**src/shared/port_pad_pkg.sv**
```systemverilog
// Constants and types shared by the port S pad and routing block.
// Assumes a 32-bit classic Wishbone bus with 12-bit byte addresses.
package port_pad_pkg;

  // ****************************************
  // Widths
  // ****************************************
  localparam int PIN_COUNT = 6;
  localparam int TIMER_PINS = 4;
  localparam int REG_WIDTH = 8;
  localparam int ADDR_WIDTH = 12;

  // ****************************************
  // Register map (byte addresses)
  // ****************************************
  localparam logic [11:0] ROUTING_INDEX = 12'h24F;
  localparam logic [11:0] ADDR_ROUTING = {ROUTING_INDEX[9:0], 2'b00};
  localparam logic [11:0] ADDR_DIRECTION = 12'h900;
  localparam logic [11:0] ADDR_PULL_ENABLE = 12'h904;
  localparam logic [11:0] ADDR_PULL_POLARITY = 12'h908;
  localparam logic [11:0] ADDR_OPEN_DRAIN = 12'h90C;
  localparam logic [11:0] ADDR_PORT_DATA = 12'h910;
  localparam logic [11:0] ADDR_LIN_DRIVE = 12'h914;
  localparam logic [11:0] ADDR_PIN_INPUT = 12'h918;
  localparam logic [11:0] ADDR_ROUTE_STATUS = 12'h91C;

  // ****************************************
  // Field positions and codes
  // ****************************************
  localparam int ROUTE_TIMER_BIT = 7;
  localparam int ROUTE_SPI_BIT = 5;
  localparam int ROUTE_SERIAL_ONE_BIT = 4;
  localparam int LIN_DIRECT_DRIVE_BIT = 1;
  localparam logic [3:0] LIN_DEFAULT = 4'h0;
  localparam logic [3:0] LIN_DIRECT = 4'h1;
  localparam logic [3:0] LIN_PROBE = 4'hC;
  localparam logic [3:0] LIN_CONFORM = 4'hE;

  // ****************************************
  // Reset values
  // ****************************************
  localparam logic [7:0] ROUTING_RESET = 8'h00;
  localparam logic [5:0] PAD_RESET = 6'h00;
  localparam logic [7:0] READ_IDLE = 8'h00;

  // Bus answer phase
  typedef enum logic {BUS_IDLE, BUS_ACK} bus_phase_e;

endpackage

```
**src/pad_cell_config.sv**
```systemverilog
// One port pin pad: output driver and pull device control.
// Assumes direction and value are already resolved by the routing logic.
`timescale 1ns/1ps
module pad_cell_config
  import port_pad_pkg::*;
(
  // Resolved pin function
  input wire logic dir_out_i,
  input wire logic value_i,
  // Pad settings
  input wire logic open_drain_i,
  input wire logic pull_enable_i,
  input wire logic pull_polarity_i,
  // Pad controls
  output logic pad_out_o,
  output logic pad_oe_n_o,
  output logic pull_on_o,
  output logic pull_down_o
);

  // Open drain drives only zeros; input pins ignore the open-drain bit
  assign pad_out_o = open_drain_i ? 1'b0 : value_i;
  assign pad_oe_n_o = ~(dir_out_i & (~open_drain_i | ~value_i));

  // Pull acts on inputs, and on outputs only in open-drain mode
  assign pull_on_o = pull_enable_i & (~dir_out_i | open_drain_i);
  assign pull_down_o = pull_on_o & pull_polarity_i;

endmodule

```
**src/write_once_reg.sv**
```systemverilog
// Register that takes one write in normal mode and any write in special mode.
// Assumes write_i is a one-cycle strobe from the bus slave.
`timescale 1ns/1ps
module write_once_reg
  import port_pad_pkg::*;
#(
  parameter int WIDTH = 8,
  parameter logic [WIDTH-1:0] RESET_VALUE = '0
)
(
  // Clock and reset
  input wire logic clk_i,
  input wire logic rst_i,
  // Write side
  input wire logic write_i,
  input wire logic special_mode_i,
  input wire logic [WIDTH-1:0] data_i,
  // State
  output logic [WIDTH-1:0] value_o,
  output logic locked_o
);

  typedef struct packed {
    logic [WIDTH-1:0] value;
    logic locked;
  } state_s;

  state_s r;
  state_s next_r;

  // Accept first normal write, all special-mode writes
  always_comb
  begin
    next_r = r;
    if (write_i && (special_mode_i || !r.locked))
    begin
      next_r.value = data_i;
      next_r.locked = 1'b1;
    end
  end

  // State register
  always_ff @(posedge clk_i)
  begin
    if (rst_i)
    begin
      r <= '{value: RESET_VALUE, locked: 1'b0};
    end
    else
    begin
      r <= next_r;
    end
  end

  assign value_o = r.value;
  assign locked_o = r.locked;

endmodule

```
**src/port_pad_config_routing.sv**
```systemverilog
// Port S pad configuration and peripheral routing with a Wishbone slave.
// Assumes peripherals sit on the same clock and pins are synchronous.
//
// The Wishbone slave port was left to the implementer.
`timescale 1ns/1ps
module port_pad_config_routing
  import port_pad_pkg::*;
(
  // Clock and reset
  input wire logic clk_i,
  input wire logic rst_i,
  // Wishbone slave
  input wire logic cyc_i,
  input wire logic stb_i,
  input wire logic we_i,
  input wire logic [ADDR_WIDTH-1:0] adr_i,
  input wire logic [3:0] sel_i,
  input wire logic [31:0] dat_i,
  output logic [31:0] dat_o,
  output logic ack_o,
  // Operating mode
  input wire logic special_mode_i,
  // Serial port zero
  input wire logic serial_zero_enable_i,
  input wire logic serial_zero_transmit_i,
  output logic serial_zero_receive_o,
  // Serial port one
  input wire logic serial_one_enable_i,
  input wire logic serial_one_transmit_i,
  output logic serial_one_receive_o,
  // SPI select and clock
  input wire logic spi_enable_i,
  input wire logic spi_ss_out_i,
  input wire logic spi_ss_drive_i,
  input wire logic spi_sck_out_i,
  input wire logic spi_sck_drive_i,
  output logic spi_ss_in_o,
  output logic spi_sck_in_o,
  // Transceiver and timer
  input wire logic lin_transceiver_enable_i,
  input wire logic lin_phy_receive_out_i,
  output logic lin_phy_transmit_in_o,
  output logic timer_capture_three_o,
  // Port S pads
  input wire logic [PIN_COUNT-1:0] port_s_in_i,
  output logic [PIN_COUNT-1:0] port_s_out_o,
  output logic [PIN_COUNT-1:0] port_s_oe_n_o,
  output logic [PIN_COUNT-1:0] pull_on_o,
  output logic [PIN_COUNT-1:0] pull_down_o,
  // Timer pins claimed by routing
  input wire logic [TIMER_PINS-1:0] timer_pin_in_i,
  output logic [TIMER_PINS-1:0] timer_pin_out_o,
  output logic [TIMER_PINS-1:0] timer_pin_oe_n_o,
  output logic [TIMER_PINS-1:0] timer_pin_claim_o
);

  // ****************************************
  // State
  // ****************************************
  typedef struct packed {
    bus_phase_e phase;
    logic [REG_WIDTH-1:0] rdata;
    logic [PIN_COUNT-1:0] direction;
    logic [PIN_COUNT-1:0] pull_enable;
    logic [PIN_COUNT-1:0] pull_polarity;
    logic [PIN_COUNT-1:0] open_drain;
    logic [PIN_COUNT-1:0] port_data;
    logic lin_drive;
  } regs_s;

  regs_s r;
  regs_s next_r;

  logic [REG_WIDTH-1:0] routing;
  logic routing_locked;
  logic routing_write;
  logic [3:0] lin_mode;
  logic [PIN_COUNT-1:0] fn_active;
  logic [PIN_COUNT-1:0] fn_value;
  logic [PIN_COUNT-1:0] fn_dir;
  logic [PIN_COUNT-1:0] pin_dir;
  logic [PIN_COUNT-1:0] pin_value;
  logic lin_owns_pt3;
  logic lin_owns_pt2;

  // Widen a pin field into a register byte
  function automatic logic [REG_WIDTH-1:0] widen(input logic [PIN_COUNT-1:0] v);
    widen = {{(REG_WIDTH - PIN_COUNT){1'b0}}, v};
  endfunction

  // Register read decode
  function automatic logic [REG_WIDTH-1:0] read_reg(
    input logic [ADDR_WIDTH-1:0] a,
    input regs_s s,
    input logic [REG_WIDTH-1:0] route,
    input logic locked,
    input logic [PIN_COUNT-1:0] pins
  );
    case (a)
      ADDR_ROUTING: read_reg = route;
      ADDR_DIRECTION: read_reg = widen(s.direction);
      ADDR_PULL_ENABLE: read_reg = widen(s.pull_enable);
      ADDR_PULL_POLARITY: read_reg = widen(s.pull_polarity);
      ADDR_OPEN_DRAIN: read_reg = widen(s.open_drain);
      ADDR_PORT_DATA: read_reg = widen(s.port_data);
      ADDR_LIN_DRIVE: read_reg = {6'h00, s.lin_drive, 1'b0};
      ADDR_PIN_INPUT: read_reg = widen(pins);
      ADDR_ROUTE_STATUS: read_reg = {7'h00, locked};
      default: read_reg = READ_IDLE;
    endcase
  endfunction

  // ****************************************
  // Bus slave and registers
  // ****************************************

  // Answer one cycle after request; write lands at the acknowledged edge
  always_comb
  begin
    next_r = r;
    routing_write = 1'b0;
    case (r.phase)
      BUS_IDLE:
      begin
        if (cyc_i && stb_i)
        begin
          next_r.phase = BUS_ACK;
          next_r.rdata = read_reg(adr_i, r, routing, routing_locked, port_s_in_i);
        end
      end
      BUS_ACK:
      begin
        next_r.phase = BUS_IDLE;
        if (cyc_i && stb_i && we_i && sel_i[0])
        begin
          case (adr_i)
            ADDR_ROUTING: routing_write = 1'b1;
            ADDR_DIRECTION: next_r.direction = dat_i[PIN_COUNT-1:0];
            ADDR_PULL_ENABLE: next_r.pull_enable = dat_i[PIN_COUNT-1:0];
            ADDR_PULL_POLARITY: next_r.pull_polarity = dat_i[PIN_COUNT-1:0];
            ADDR_OPEN_DRAIN: next_r.open_drain = dat_i[PIN_COUNT-1:0];
            ADDR_PORT_DATA: next_r.port_data = dat_i[PIN_COUNT-1:0];
            ADDR_LIN_DRIVE: next_r.lin_drive = dat_i[LIN_DIRECT_DRIVE_BIT];
            default: next_r.phase = BUS_IDLE;
          endcase
        end
      end
      default: next_r.phase = BUS_IDLE;
    endcase
  end

  // Register bank
  always_ff @(posedge clk_i)
  begin
    if (rst_i)
    begin
      r.phase <= BUS_IDLE;
      r.rdata <= READ_IDLE;
      r.direction <= PAD_RESET;
      r.pull_enable <= PAD_RESET;
      r.pull_polarity <= PAD_RESET;
      r.open_drain <= PAD_RESET;
      r.port_data <= PAD_RESET;
      r.lin_drive <= 1'b0;
    end
    else
    begin
      r <= next_r;
    end
  end

  assign ack_o = (r.phase == BUS_ACK);
  assign dat_o = {24'h000000, r.rdata};

  // Write-once routing register
  write_once_reg #(
    .WIDTH(REG_WIDTH),
    .RESET_VALUE(ROUTING_RESET)
  ) u_routing (
    .clk_i(clk_i),
    .rst_i(rst_i),
    .write_i(routing_write),
    .special_mode_i(special_mode_i),
    .data_i(dat_i[REG_WIDTH-1:0]),
    .value_o(routing),
    .locked_o(routing_locked)
  );

  // ****************************************
  // Transceiver link routing
  // ****************************************
  assign lin_mode = routing[3:0];

  // Link mux; unlisted codes behave as the default setting
  always_comb
  begin
    lin_phy_transmit_in_o = serial_zero_transmit_i;
    serial_zero_receive_o = lin_phy_receive_out_i;
    timer_pin_out_o = 4'h0;
    timer_pin_oe_n_o = 4'hF;
    timer_pin_claim_o = 4'h0;
    lin_owns_pt3 = 1'b0;
    lin_owns_pt2 = 1'b0;
    case (lin_mode)
      LIN_DIRECT:
      begin
        // Direct bit only drives while the transceiver is on
        lin_phy_transmit_in_o = lin_transceiver_enable_i ? r.lin_drive : 1'b1;
      end
      LIN_PROBE:
      begin
        // Link stays joined; transmit on timer pin 3, receive on timer pin 2
        lin_owns_pt3 = 1'b1;
        lin_owns_pt2 = 1'b1;
        timer_pin_claim_o[3] = 1'b1;
        timer_pin_claim_o[2] = 1'b1;
        timer_pin_out_o[3] = serial_zero_transmit_i;
        timer_pin_oe_n_o[3] = ~serial_zero_enable_i;
        timer_pin_out_o[2] = lin_phy_receive_out_i;
        timer_pin_oe_n_o[2] = ~lin_transceiver_enable_i;
      end
      LIN_CONFORM:
      begin
        // Link opened: four signals on four timer pins, pins 3 and 2 only while the transceiver is on
        serial_zero_receive_o = timer_pin_in_i[0];
        timer_pin_claim_o[1:0] = 2'b11;
        timer_pin_out_o[1] = serial_zero_transmit_i;
        timer_pin_oe_n_o[1] = ~serial_zero_enable_i;
        lin_phy_transmit_in_o = lin_transceiver_enable_i ? timer_pin_in_i[3] : 1'b1;
        lin_owns_pt3 = lin_transceiver_enable_i;
        lin_owns_pt2 = lin_transceiver_enable_i;
        timer_pin_claim_o[3] = lin_transceiver_enable_i;
        timer_pin_claim_o[2] = lin_transceiver_enable_i;
        timer_pin_out_o[2] = lin_phy_receive_out_i;
        timer_pin_oe_n_o[2] = ~lin_transceiver_enable_i;
      end
      default: lin_phy_transmit_in_o = serial_zero_transmit_i;
    endcase
    // SPI on timer pins when they are not held by the link
    if (routing[ROUTE_SPI_BIT] && spi_enable_i)
    begin
      if (!lin_owns_pt3)
      begin
        timer_pin_claim_o[3] = 1'b1;
        timer_pin_out_o[3] = spi_ss_out_i;
        timer_pin_oe_n_o[3] = ~spi_ss_drive_i;
      end
      if (!lin_owns_pt2)
      begin
        timer_pin_claim_o[2] = 1'b1;
        timer_pin_out_o[2] = spi_sck_out_i;
        timer_pin_oe_n_o[2] = ~spi_sck_drive_i;
      end
    end
  end

  // Capture three source
  assign timer_capture_three_o = routing[ROUTE_TIMER_BIT] ?
    lin_phy_receive_out_i : timer_pin_in_i[3];

  // SPI and serial one input selection
  assign spi_ss_in_o = routing[ROUTE_SPI_BIT] ? timer_pin_in_i[3] : port_s_in_i[5];
  assign spi_sck_in_o = routing[ROUTE_SPI_BIT] ? timer_pin_in_i[2] : port_s_in_i[4];
  assign serial_one_receive_o = routing[ROUTE_SERIAL_ONE_BIT] ?
    port_s_in_i[2] : port_s_in_i[0];

  // ****************************************
  // Port S pin functions
  // ****************************************

  // Peripheral claims on port S pins
  always_comb
  begin
    fn_active = 6'h00;
    fn_value = 6'h00;
    fn_dir = 6'h00;
    if (serial_one_enable_i)
    begin
      if (routing[ROUTE_SERIAL_ONE_BIT])
      begin
        fn_active[3:2] = 2'b11;
        fn_value[3] = serial_one_transmit_i;
        fn_dir[3] = 1'b1;
      end
      else
      begin
        fn_active[1:0] = 2'b11;
        fn_value[1] = serial_one_transmit_i;
        fn_dir[1] = 1'b1;
      end
    end
    if (spi_enable_i && !routing[ROUTE_SPI_BIT])
    begin
      fn_active[5:4] = 2'b11;
      fn_value[5] = spi_ss_out_i;
      fn_value[4] = spi_sck_out_i;
      fn_dir[5] = spi_ss_drive_i;
      fn_dir[4] = spi_sck_drive_i;
    end
  end

  // Direction bit unless a peripheral forces it
  assign pin_dir = (fn_active & fn_dir) | (~fn_active & r.direction);
  assign pin_value = (fn_active & fn_value) | (~fn_active & r.port_data);

  // Pad cells
  for (genvar i = 0; i < PIN_COUNT; i++)
  begin : g_pad
    pad_cell_config u_pad (
      .dir_out_i(pin_dir[i]),
      .value_i(pin_value[i]),
      .open_drain_i(r.open_drain[i]),
      .pull_enable_i(r.pull_enable[i]),
      .pull_polarity_i(r.pull_polarity[i]),
      .pad_out_o(port_s_out_o[i]),
      .pad_oe_n_o(port_s_oe_n_o[i]),
      .pull_on_o(pull_on_o[i]),
      .pull_down_o(pull_down_o[i])
    );
  end

endmodule

```
**config.mk**
```make
export PLATFORM = sky130hd
export DESIGN_NAME = port_pad_config_routing
export DESIGN_NICKNAME = d
export VERILOG_FILES = /design/src/shared/port_pad_pkg.sv /design/src/pad_cell_config.sv /design/src/write_once_reg.sv /design/src/port_pad_config_routing.sv
export SDC_FILE = /design/constraint.sdc
export NUM_CORES = 1
export LEC_CHECK = 0
export BUFFER_PORTS_ARGS = -buffer_cell sky130_fd_sc_hd__buf_2
export CAP_MARGIN = 20
export CORE_UTILIZATION = 42
export DETAILED_ROUTE_END_ITERATION = 12
export HOLD_SLACK_MARGIN = 0.15
export PLACE_DENSITY = 0.81
export SLEW_MARGIN = 5
export SYNTH_ARGS = -nofsm -noshare
export SYNTH_HDL_FRONTEND = slang
export SYNTH_SLANG_ARGS = --single-unit
```
**constraint.sdc**
```tcl
create_clock -name clk_i -period 2.1 [get_ports clk_i]
set_input_delay 0.315 -clock clk_i [delete_from_list [all_inputs] [get_ports clk_i]]
set_output_delay 0.315 -clock clk_i [all_outputs]
set_load 0.03 [all_outputs]
```
==> metrics.yaml, run 1 <==
clkSlewWorstSetupHoldPaths_ns: 0.08
ir_drop_mv: 0.190
finalCritPeriodShare: 0.922
initial_core_util: 0.442
status: "finished clean"
core-area_sq_mm: 0.00741
synth_fa_ha_area_frac: 0
synth_compound_area_frac: 0.106
layout_commonest_cell: "buf_2"
yosysSeqAreaShare: 0.299
vias: 2862
final_max_slew_viol_count: 0
r2r_slack_ns: 0.31
grt_pass1_vias: 2659
overflow: 0
cts-htree-levels: 2
synth_top_family_by_area: "simple AND/OR/NAND/NOR gates"
synthesis.area_sq_mm: 0.00328
n_antenna_cell: 0
start_kind: "register"
avgSynthCellArea_sq_um: 8.69
wl_um: 8270
holdWs_ns: 0.243
critPathRequiredTime_ns: 1.78
dieArea_sq_mm: 0.00816
drcViolationCount: 0
rsz0062_at_grt: "false"
synth_warnings: 0
hold_violations: 0
place.gp.congestion: 0.937
hold_buffers: 0
drv_cap: 0
die_y_um: 90.3
drt_iter0_drc: 148
max_clock_freq_ghz: 0.517
arrival_ns: 1.62
fin_nets: 521
worst-path-max-fanout: 5
yosysUniqueCellTypes: 51
io_buffer_count: 95
synth_flop_cell: "dfxtp_1"
cts_root_buf: "clkbuf_8"
die_w_um: 90.3
grt_pass1_wl_um: 13200
clk_latency_ns: 0.30
p_per_area_mw_per_mm2: 466
cts_setup_buffers: 0
synth_edf_count: 0
yosys.area_share.simple: 0.230
synthCells: 377
grt_max_degree: 42
drive_gt1_frac: 0.339
syn2layout_area_growth_pct: 12.8
ys_seq_elements: 49
ant_nets: 0
max_stage_delay_ns: 0.37
fillers: 754
leakage_nw: 1.65
synth_xor_area_frac: 0
cp_cell_sequence: "nand2_1 > or2_4 > nor2_2 > mux2_2 > buf_2"
rows: 31
path_class: "reg2out"
finalPower_w: 0.00172
fin_area_sq_mm: 0.00370
async_flop_share: 0
cts_tree: "built"
antenna_found_initial: 0
grt_use_total: 0.203
clock_sinks: 49
finalSetupViolCount: 0
dpl_cell_area_sq_mm: 0.00361
fin_worst_skew_ns: 0.00467
min_period_ns: 1.94
endpoint_kind: "output pin"
slowest_stage: "dfxtp_4"
design.portCount: 150
wl_per_cell_um: 15.2
muxShareOfSynthArea: 0.191
vias_per_cell: 5.26
firstDrtPassIters: 4
tns_ns: 0
cts_buffers: 5
layout_common_cells: "buf_2, nor2_1, mux2i_1"
hold_class: "in2reg"
dp_hpwl_um: 6610
cts_buffer_depth: 2
[registers in the layout, summed over array words and instances (netlist names)]
register,count
ack_o,1
dat_o,8
r,31
u_routing.locked_o,1
u_routing.value_o,8
[critical path, delay by kind of cell (launching register included)]
family	cells	cell delay (ns)
mux	1	0.33
flops	1	0.37
buf+inv	1	0.17
simple gates	3	0.44
[kinds of logic (layout without fill, tap and decap cells)]
group                  Yosys count  after routing
AOI/OAI and AO/OA               47             47
buffers and inverters           83            127
DFF                             49             49
muxes                           58             58
other                            2             26
and+or+nand+nor                138            138
[timing repair]
item                       4_1_cts  5_1_grt
setup endpoints to repair        1        5
resized for setup                1        6
gates cloned                     0        0
[metal layers]
metal  track usage  part of all wire  up-vias
met5             0                 0        -
met4        0.0618             0.016        0
met3        0.0345             0.069       17
met2         0.341              0.48      135
met1         0.265              0.44     1349
li1              -                 -     1361
[Yosys cell counts, types with 7 or more instances]
master | number | area [sq um]
buf_4 | 62 | 465
mux2i_1 | 48 | 480
inv_1 | 7 | 26.3
mux2_2 | 7 | 78.8
dfxtp_1 | 49 | 981
nor2_1 | 59 | 221
a21oi_1 | 7 | 35.0
and2_1 | 9 | 56.3
nand2_1 | 20 | 75.1
clkbuf_1 | 8 | 30.0
nand3_1 | 10 | 50.1
o21ai_0 | 7 | 35.0
[cell type report]
type / count / area [sq um] / area share
clock buffers: 5 / 68.8 / 0.0186
repair buffers: 114 / 643 / 0.174
well taps: 99 / 124 / 0.0335
inverters: 7 / 26.3 / 0.00711
clock inverters: 1 / 5.00 / 0.00135
multi-input cells: 269 / 1840 / 0.499
flip-flops and latches: 49 / 986 / 0.267
[where the power goes]
| part | internal (W) | leakage (nW) | switching, W | total [W] |
|---|---|---|---|---|
| combinational | 0.0000822 | 1.21 | 0.000194 | 0.000276 |
| sequential | 0.000927 | 0.396 | 0.000000597 | 0.000928 |
| clock | 0.000220 | 0.0399 | 0.000298 | 0.000518 |
[metrics by stage]
stage                     instances  setup slack, ns  utilization
after floorplan                 401          0.00327            -
after global placement          538           0.0904        0.487
after detailed placement        538            0.134        0.487
after CTS                       544          0.00178        0.497
after global routing            544           0.0702        0.499
final                           544            0.164        0.499
[path summary, 6_finish.rpt]
path	from	end	cells past startpoint
max	u_routing.value_o[2]$_SDFFE_PP0P_	serial_zero_receive_o	5
min reg2reg	dat_o[6]$_SDFFE_PP0P_	dat_o[6]$_SDFFE_PP0P_	2
min	dat_i[7]	u_routing.value_o[7]$_SDFFE_PP0P_	3
max reg2reg	ack_o$_SDFF_PP0_	r[20]$_SDFFE_PP0P_	5
Note: power is estimated with default switching activity, not from simulation.
==> run 2, diff against run 1 <==
--- a/config.mk
+++ b/config.mk
@@ -7,10 +7,12 @@
 export LEC_CHECK = 0
 export BUFFER_PORTS_ARGS = -buffer_cell sky130_fd_sc_hd__buf_2
 export CAP_MARGIN = 20
-export CORE_UTILIZATION = 42
+export CELL_PAD_IN_SITES_DETAIL_PLACEMENT = 1
+export CELL_PAD_IN_SITES_GLOBAL_PLACEMENT = 1
+export CORE_UTILIZATION = 34
 export DETAILED_ROUTE_END_ITERATION = 12
 export HOLD_SLACK_MARGIN = 0.15
-export PLACE_DENSITY = 0.81
+export PLACE_DENSITY = 0.89
 export SLEW_MARGIN = 5
 export SYNTH_ARGS = -nofsm -noshare
 export SYNTH_HDL_FRONTEND = slang
==> constraint.sdc (replaced) <==
create_clock -name clk_i -period 2.1 [get_ports clk_i]
set_input_delay 0.315 -clock clk_i [delete_from_list [all_inputs] [get_ports clk_i]]
set_output_delay 0.315 -clock clk_i [all_outputs]
set_load 0.005 [all_outputs]
==> metrics.yaml, run 2 (same netlist as run 1, synthesis figures left out) <==
worst_slew_pin_slew_ns: 0.532
max_stage_delay_ns: 0.37  # about the same
wl_um: 9890  # +20%
slowest_stage: "dfxtp_2"
wl_per_cell_um: 17.1  # +12%
firstDrtPassIters: 4  # unchanged
grt_pass1_wl_um: 15200  # +16%
tns_ns: 0  # unchanged
clock_sinks: 49  # unchanged
leakage_nw: 1.67  # +1.2%
path_class: "reg2out"
core-area_sq_mm: 0.00928  # +25%
dp_hpwl_um: 7890  # +19%
pwr-share-seq: 0.558  # +0.019
fin_area_sq_mm: 0.00376  # +1.8%
grt_use_total: 0.196  # -0.00634
place.gp.congestion: 0.887  # -5.3%
holdWs_ns: 0.267  # +0.0236 ns
worst-path-max-fanout: 5  # unchanged
drive_gt1_frac: 0.342  # +0.00290
grt_max_degree: 38  # -9.5%
die_y_um: 100  # +11%
p_int_w: 0.00123  # about the same
clk_latency_ns: 0.30  # about the same
hold_buffers: 0  # unchanged
drv_cap: 0  # unchanged
io_buffer_count: 95  # unchanged
antenna_found_initial: 0  # unchanged
finalPower_w: 0.00167  # -3.3%
hold_class: "in2reg"
cts_root_buf: "clkbuf_8"
busiest_layer: "met2"
finalSetupViolCount: 0  # unchanged
ant_nets: 0  # unchanged
layout_common_cells: "buf_2, nor2_1, mux2i_1"
endpoint_kind: "output pin"
start_kind: "register"
finalCritPeriodShare: 0.955  # +0.0333
cp_cell_sequence: "nand2_1 > or2_2 > nor2_4 > mux2_2 > buf_2"
largest_reg_flops: 31  # unchanged
drcViolationCount: 0  # unchanged
syn2layout_area_growth_pct: 14.9
clock_power_share: 0.318  # +0.017
cts-htree-levels: 2  # unchanged
cts_buffer_depth: 2  # unchanged
hold_violations: 0  # unchanged
layout_commonest_cell: "buf_2"
rsz0062_at_grt: "false"
globalRouteMet1Util: 0.252  # -0.0131
drt_iter0_drc: 82  # -45%
p_per_area_mw_per_mm2: 443  # -5.0%
fin_nets: 526  # +0.96%
vias_per_cell: 5.00  # -5.0%
slew_headroom: 0.642
clkSlewWorstSetupHoldPaths_ns: 0.08  # about the same
initial_core_util: 0.353  # -0.0893
comb_power_share: 0.124  # -0.036
cts_tree: "built"
arrival_ns: 1.69  # +0.07 ns
met3_usage: 0.0320  # -0.00248
n_antenna_cell: 0  # unchanged
ir_drop_mv: 0.215  # +13%
status: "finished clean"
max_clock_freq_ghz: 0.499  # -3.5%
overflow: 0  # unchanged
netSwitchingFraction: 0.261  # -0.0245
p_sw_w: 0.000435  # -12%
dpl_cell_area_sq_mm: 0.00368  # +1.9%
die_w_um: 100  # +11%
dieArea_sq_mm: 0.0100  # +23%
cts_buffers: 5  # unchanged
grt_pass1_vias: 2937  # +10%
vias: 2895  # +1.2%
regMostFlops: "r"
final_max_slew_viol_count: 0  # unchanged
min_period_ns: 2.01  # +0.0699 ns
critPathRequiredTime_ns: 1.78  # about the same
fin_worst_skew_ns: 0.00421  # -0.000465 ns
global_route.usage.met2: 0.340  # -0.00114
design.portCount: 150  # unchanged
rows: 35  # +13%
## run 2: power by group through the flow
stage	registers (W)	logic [W]	clock network, W
2_1_floorplan	0.000951	0.000136	0
3_3_place_gp	0.000951	0.000197	0
3_5_place_dp	0.000951	0.000203	0
4_1_cts	0.000929	0.000204	0.000538
5_1_grt	0.000930	0.000224	0.000570
6_report	0.000929	0.000207	0.000529
## run 2: layout make-up
type / instances / area [sq um]
clock inverter: 1 / 5.00
timing repair buffer: 119 / 681
multi-input combinational: 269 / 1840
inverter: 7 / 26.3
clock buffer: 5 / 68.8
tap: 129 / 161
fill: 1132 / 5520
sequential: 49 / 983
## run 2: worst max-delay path: cells and delay by family (launching register included)
kind	cells	cell delay [ns]
and+or+nand+nor	3	0.55
DFF	1	0.37
buffers and inverters	1	0.12
muxes	1	0.34
## run 2: repair_timing
| item | in CTS | in global routing |
|---|---|---|
| endpoints found under the setup margin | 2 | 2 |
| buffers inserted | 0 | 0 |
| gates cloned | 0 | 0 |
| gates resized for setup | 2 | 3 |
## run 2: worst paths after layout
kind / startpoint / endpoint / slack (ns) / cells after the start
worst max register to register: ack_o$_SDFF_PP0_ / r[9]$_SDFFE_PP0P_ / 0.33 / 6
worst min-delay path: dat_i[7] / u_routing.value_o[7]$_SDFFE_PP0P_ / 0.27 / 3
worst min register to register: dat_o[6]$_SDFFE_PP0P_ / dat_o[6]$_SDFFE_PP0P_ / 0.46 / 2
worst max-delay path: u_routing.value_o[2]$_SDFFE_PP0P_ / serial_zero_receive_o / 0.09 / 5
## run 2: through the flow
stage / instances / util / worst slack [ns]
final: 579 / 0.405 / 0.0942
after global routing: 579 / 0.405 / 0.00112
after CTS: 579 / 0.404 / 0.0229
after detailed placement: 573 / 0.396 / 0.0968
after global placement: 573 / 0.396 / 0.0815
after floorplan: 401 / - / 0.378
## run 2: routing by layer
metal / share of wire / wire, um / up-vias
li1: - / - / 1377
met1: 0.45 / 4430 / 1386
met2: 0.48 / 4780 / 113
met3: 0.050 / 490 / 19
met4: 0.019 / 190 / 0
met5: 0 / 0 / -
==> run 3, diff against run 2 <==
--- a/config.mk
+++ b/config.mk
@@ -5,14 +5,15 @@
 export SDC_FILE = /design/constraint.sdc
 export NUM_CORES = 1
 export LEC_CHECK = 0
+export ABC_AREA = 1
 export BUFFER_PORTS_ARGS = -buffer_cell sky130_fd_sc_hd__buf_2
 export CAP_MARGIN = 20
 export CELL_PAD_IN_SITES_DETAIL_PLACEMENT = 1
 export CELL_PAD_IN_SITES_GLOBAL_PLACEMENT = 1
-export CORE_UTILIZATION = 34
+export CORE_UTILIZATION = 33
 export DETAILED_ROUTE_END_ITERATION = 12
 export HOLD_SLACK_MARGIN = 0.15
-export PLACE_DENSITY = 0.89
+export PLACE_DENSITY = 0.9
 export SLEW_MARGIN = 5
 export SYNTH_ARGS = -nofsm -noshare
 export SYNTH_HDL_FRONTEND = slang
==> metrics.yaml, run 3 <==
global_route.usage.met2: 0.336  # -0.00398
synth_top_area_frac: 0.280  # -0.0193
synthCells: 531  # +41%
cts_buffer_depth: 2  # unchanged
status: "finished clean"
synth_top_cells_by_count: "nand2_1, inv_1, buf_4"
fin_nets: 668  # +27%
drt_iter0_drc: 146  # +78%
overflow: 0  # unchanged
path_class: "reg2out"
avgSynthCellArea_sq_um: 6.59  # -24%
cts_buffers: 5  # unchanged
n_antenna_cell: 0  # unchanged
core-area_sq_mm: 0.0103  # +11%
design.portCount: 150  # unchanged
ys_seq_elements: 49  # unchanged
hold_path_end: "u_routing.value_o[7]$_SDFFE_PP0P_"
clk_latency_ns: 0.30  # about the same
syn2layout_area_growth_pct: 11.4
hold_violations: 0  # unchanged
met3_usage: 0.0268  # -0.00521
busiest_layer: "met2"
rows: 37  # +5.7%
place.gp.congestion: 0.820  # -7.6%
slew_headroom: 0.557  # -0.0849
cts_root_buf: "clkbuf_8"
critPathRequiredTime_ns: 1.78  # about the same
die_w_um: 105  # +4.8%
synth_flop_cell: "dfxtp_1"
synth_area_leader_cell: "dfxtp_1"
reg2reg_depth: 5  # -1
worst-path-max-fanout: 5  # unchanged
drv_cap: 0  # unchanged
synth.most_common_cell: "nand2_1"
grt_max_degree: 31  # -18%
finalCritPeriodShare: 0.911  # -0.0442
final_max_slew_viol_count: 0  # unchanged
post_cts_resize_count: 0  # -2
initial_core_util: 0.339  # -0.0137
worst_slew_pin_slew_ns: 0.664  # +0.132 ns
grt_pass1_wl_um: 16800  # +10%
min_from: "dat_i[7]"
rsz0062_at_grt: "false"
yosysUniqueCellTypes: 31  # -39%
final_core_util: 0.378  # -0.0274
min_period_ns: 1.91  # -0.0927 ns
drcViolationCount: 0  # unchanged
yosysSeqAreaShare: 0.280  # -0.0193
min_path_cells: 3  # unchanged
vias: 3512  # +21%
fin_worst_skew_ns: 0.00891  # +0.00470 ns
rr_startpoint: "ack_o$_SDFF_PP0_"
r2r_slack_ns: 0.66  # +0.33 ns
grt_pass1_vias: 3486  # +19%
synth_edf_count: 0  # unchanged
clkSlewWorstSetupHoldPaths_ns: 0.09  # about the same
layout_common_cells: "buf_2, nand2_1, inv_1"
wl_um: 10500  # +5.8%
start_kind: "register"
dp_hpwl_um: 8350  # +5.9%
ant_nets: 0  # unchanged
synth_area_leaders: "dfxtp_1, buf_4, nand2_1"
vias_per_cell: 4.81  # -3.8%
regMostFlops: "r"
antenna_found_initial: 0  # unchanged
synth_warnings: 0  # unchanged
die_y_um: 105  # +4.8%
wl_per_cell_um: 14.3  # -16%
largest_reg_flops: 31  # unchanged
synthesis.area_sq_mm: 0.00350  # +6.9%
firstDrtPassIters: 4  # unchanged
ir_drop_mv: 0.239  # +11%
hold_class: "in2reg"
tns_ns: 0  # unchanged
p_per_area_mw_per_mm2: 476  # +7.4%
drive_gt1_frac: 0.261  # -0.0813
async_flop_share: 0  # unchanged
cts_setup_buffers: 0  # unchanged
cts-htree-levels: 2  # unchanged
finalSetupViolCount: 0  # unchanged
hold_buffers: 0  # unchanged
leakage_nw: 1.86  # +12%
grt_use_total: 0.188  # -0.00881
dieArea_sq_mm: 0.0110  # +9.9%
globalRouteMet1Util: 0.236  # -0.0161
endpoint_kind: "output pin"
arrival_ns: 1.60  # -0.09 ns
cts_tree: "built"
holdWs_ns: 0.286  # +0.0188 ns
io_buffer_count: 95  # unchanged
layout_commonest_cell: "buf_2"
r2r_end: "r[30]$_SDFFE_PP0P_"
max_clock_freq_ghz: 0.523  # +4.8%
clock_sinks: 49  # unchanged
## run 3: final cells by class
| cell class | count | area (sq um) |
|---|---|---|
| multi-input combinational | 348 | 1770 |
| fill | 1405 | 6420 |
| sequential | 49 | 981 |
| tap | 136 | 170 |
| clock inverter | 2 | 37.5 |
| inverter | 85 | 319 |
| timing repair buffer | 104 | 543 |
| clock buffer | 6 | 82.6 |
## run 3: critical path, stage by stage (launching register included)
cell and delay, ns:
dfxtp_1 0.42, inv_1 0.08, nand2_1 0.14, inv_1 0.09, nor2_1 0.14, inv_1 0.06
o21ai_1 0.16, inv_1 0.07, buf_2 0.13
## run 3: metrics by stage
step	setup WS, ns	instances	cell area, sq um	power (W)
finish	0.187	730	3900	0.00186
global route	0.0161	730	3900	0.00194
CTS	0.0450	730	3890	0.00187
detailed placement	0.219	722	3770	0.00117
global placement	0.322	722	3770	0.00116
floorplan	0.706	555	3590	0.00111
## run 3: cells by family (layout without fill, tap and decap cells)
group,count (synthesis),in the layout,synth area share
AO/OA/AOI/OAI,109,109,0.186
other,2,26,0.00215
buffers and inverters,158,197,0.243
AND/OR/NAND/NOR,213,213,0.289
flip-flops,49,49,0.280
## run 3: power by group
part	total (W)	internal (W)	switching, W	leakage, nW
sequential	0.000933	0.000931	0.00000157	0.395
combinational	0.000214	0.0000728	0.000141	1.41
clock	0.000709	0.000387	0.000321	0.0574
total	0.00186	0.00139	0.000463	1.86
## run 3: worst max-delay path by stage
stage / start / to / slack [ns] / cells past startpoint
after CTS: u_routing.value_o[0]$_SDFFE_PP0P_ / lin_phy_transmit_in_o / 0.05 / 6
after floorplan: u_routing.value_o[5]$_SDFFE_PP0P_ / pull_down_o[4] / 0.71 / 8
after global routing: u_routing.value_o[0]$_SDFFE_PP0P_ / timer_pin_oe_n_o[3] / 0.02 / 8
after detailed placement: adr_i[7] / r[30]$_SDFFE_PP0P_ / 0.22 / 7
final: u_routing.value_o[4]$_SDFFE_PP0P_ / pull_on_o[0] / 0.19 / 8
after global placement: adr_i[7] / r[26]$_SDFFE_PP0P_ / 0.32 / 7
## run 3: per-layer routing
metal	wire length, um	vias up
li1	-	1728
met1	4580	1642
met2	5110	131
met3	614	11
met4	152	0
met5	0	-
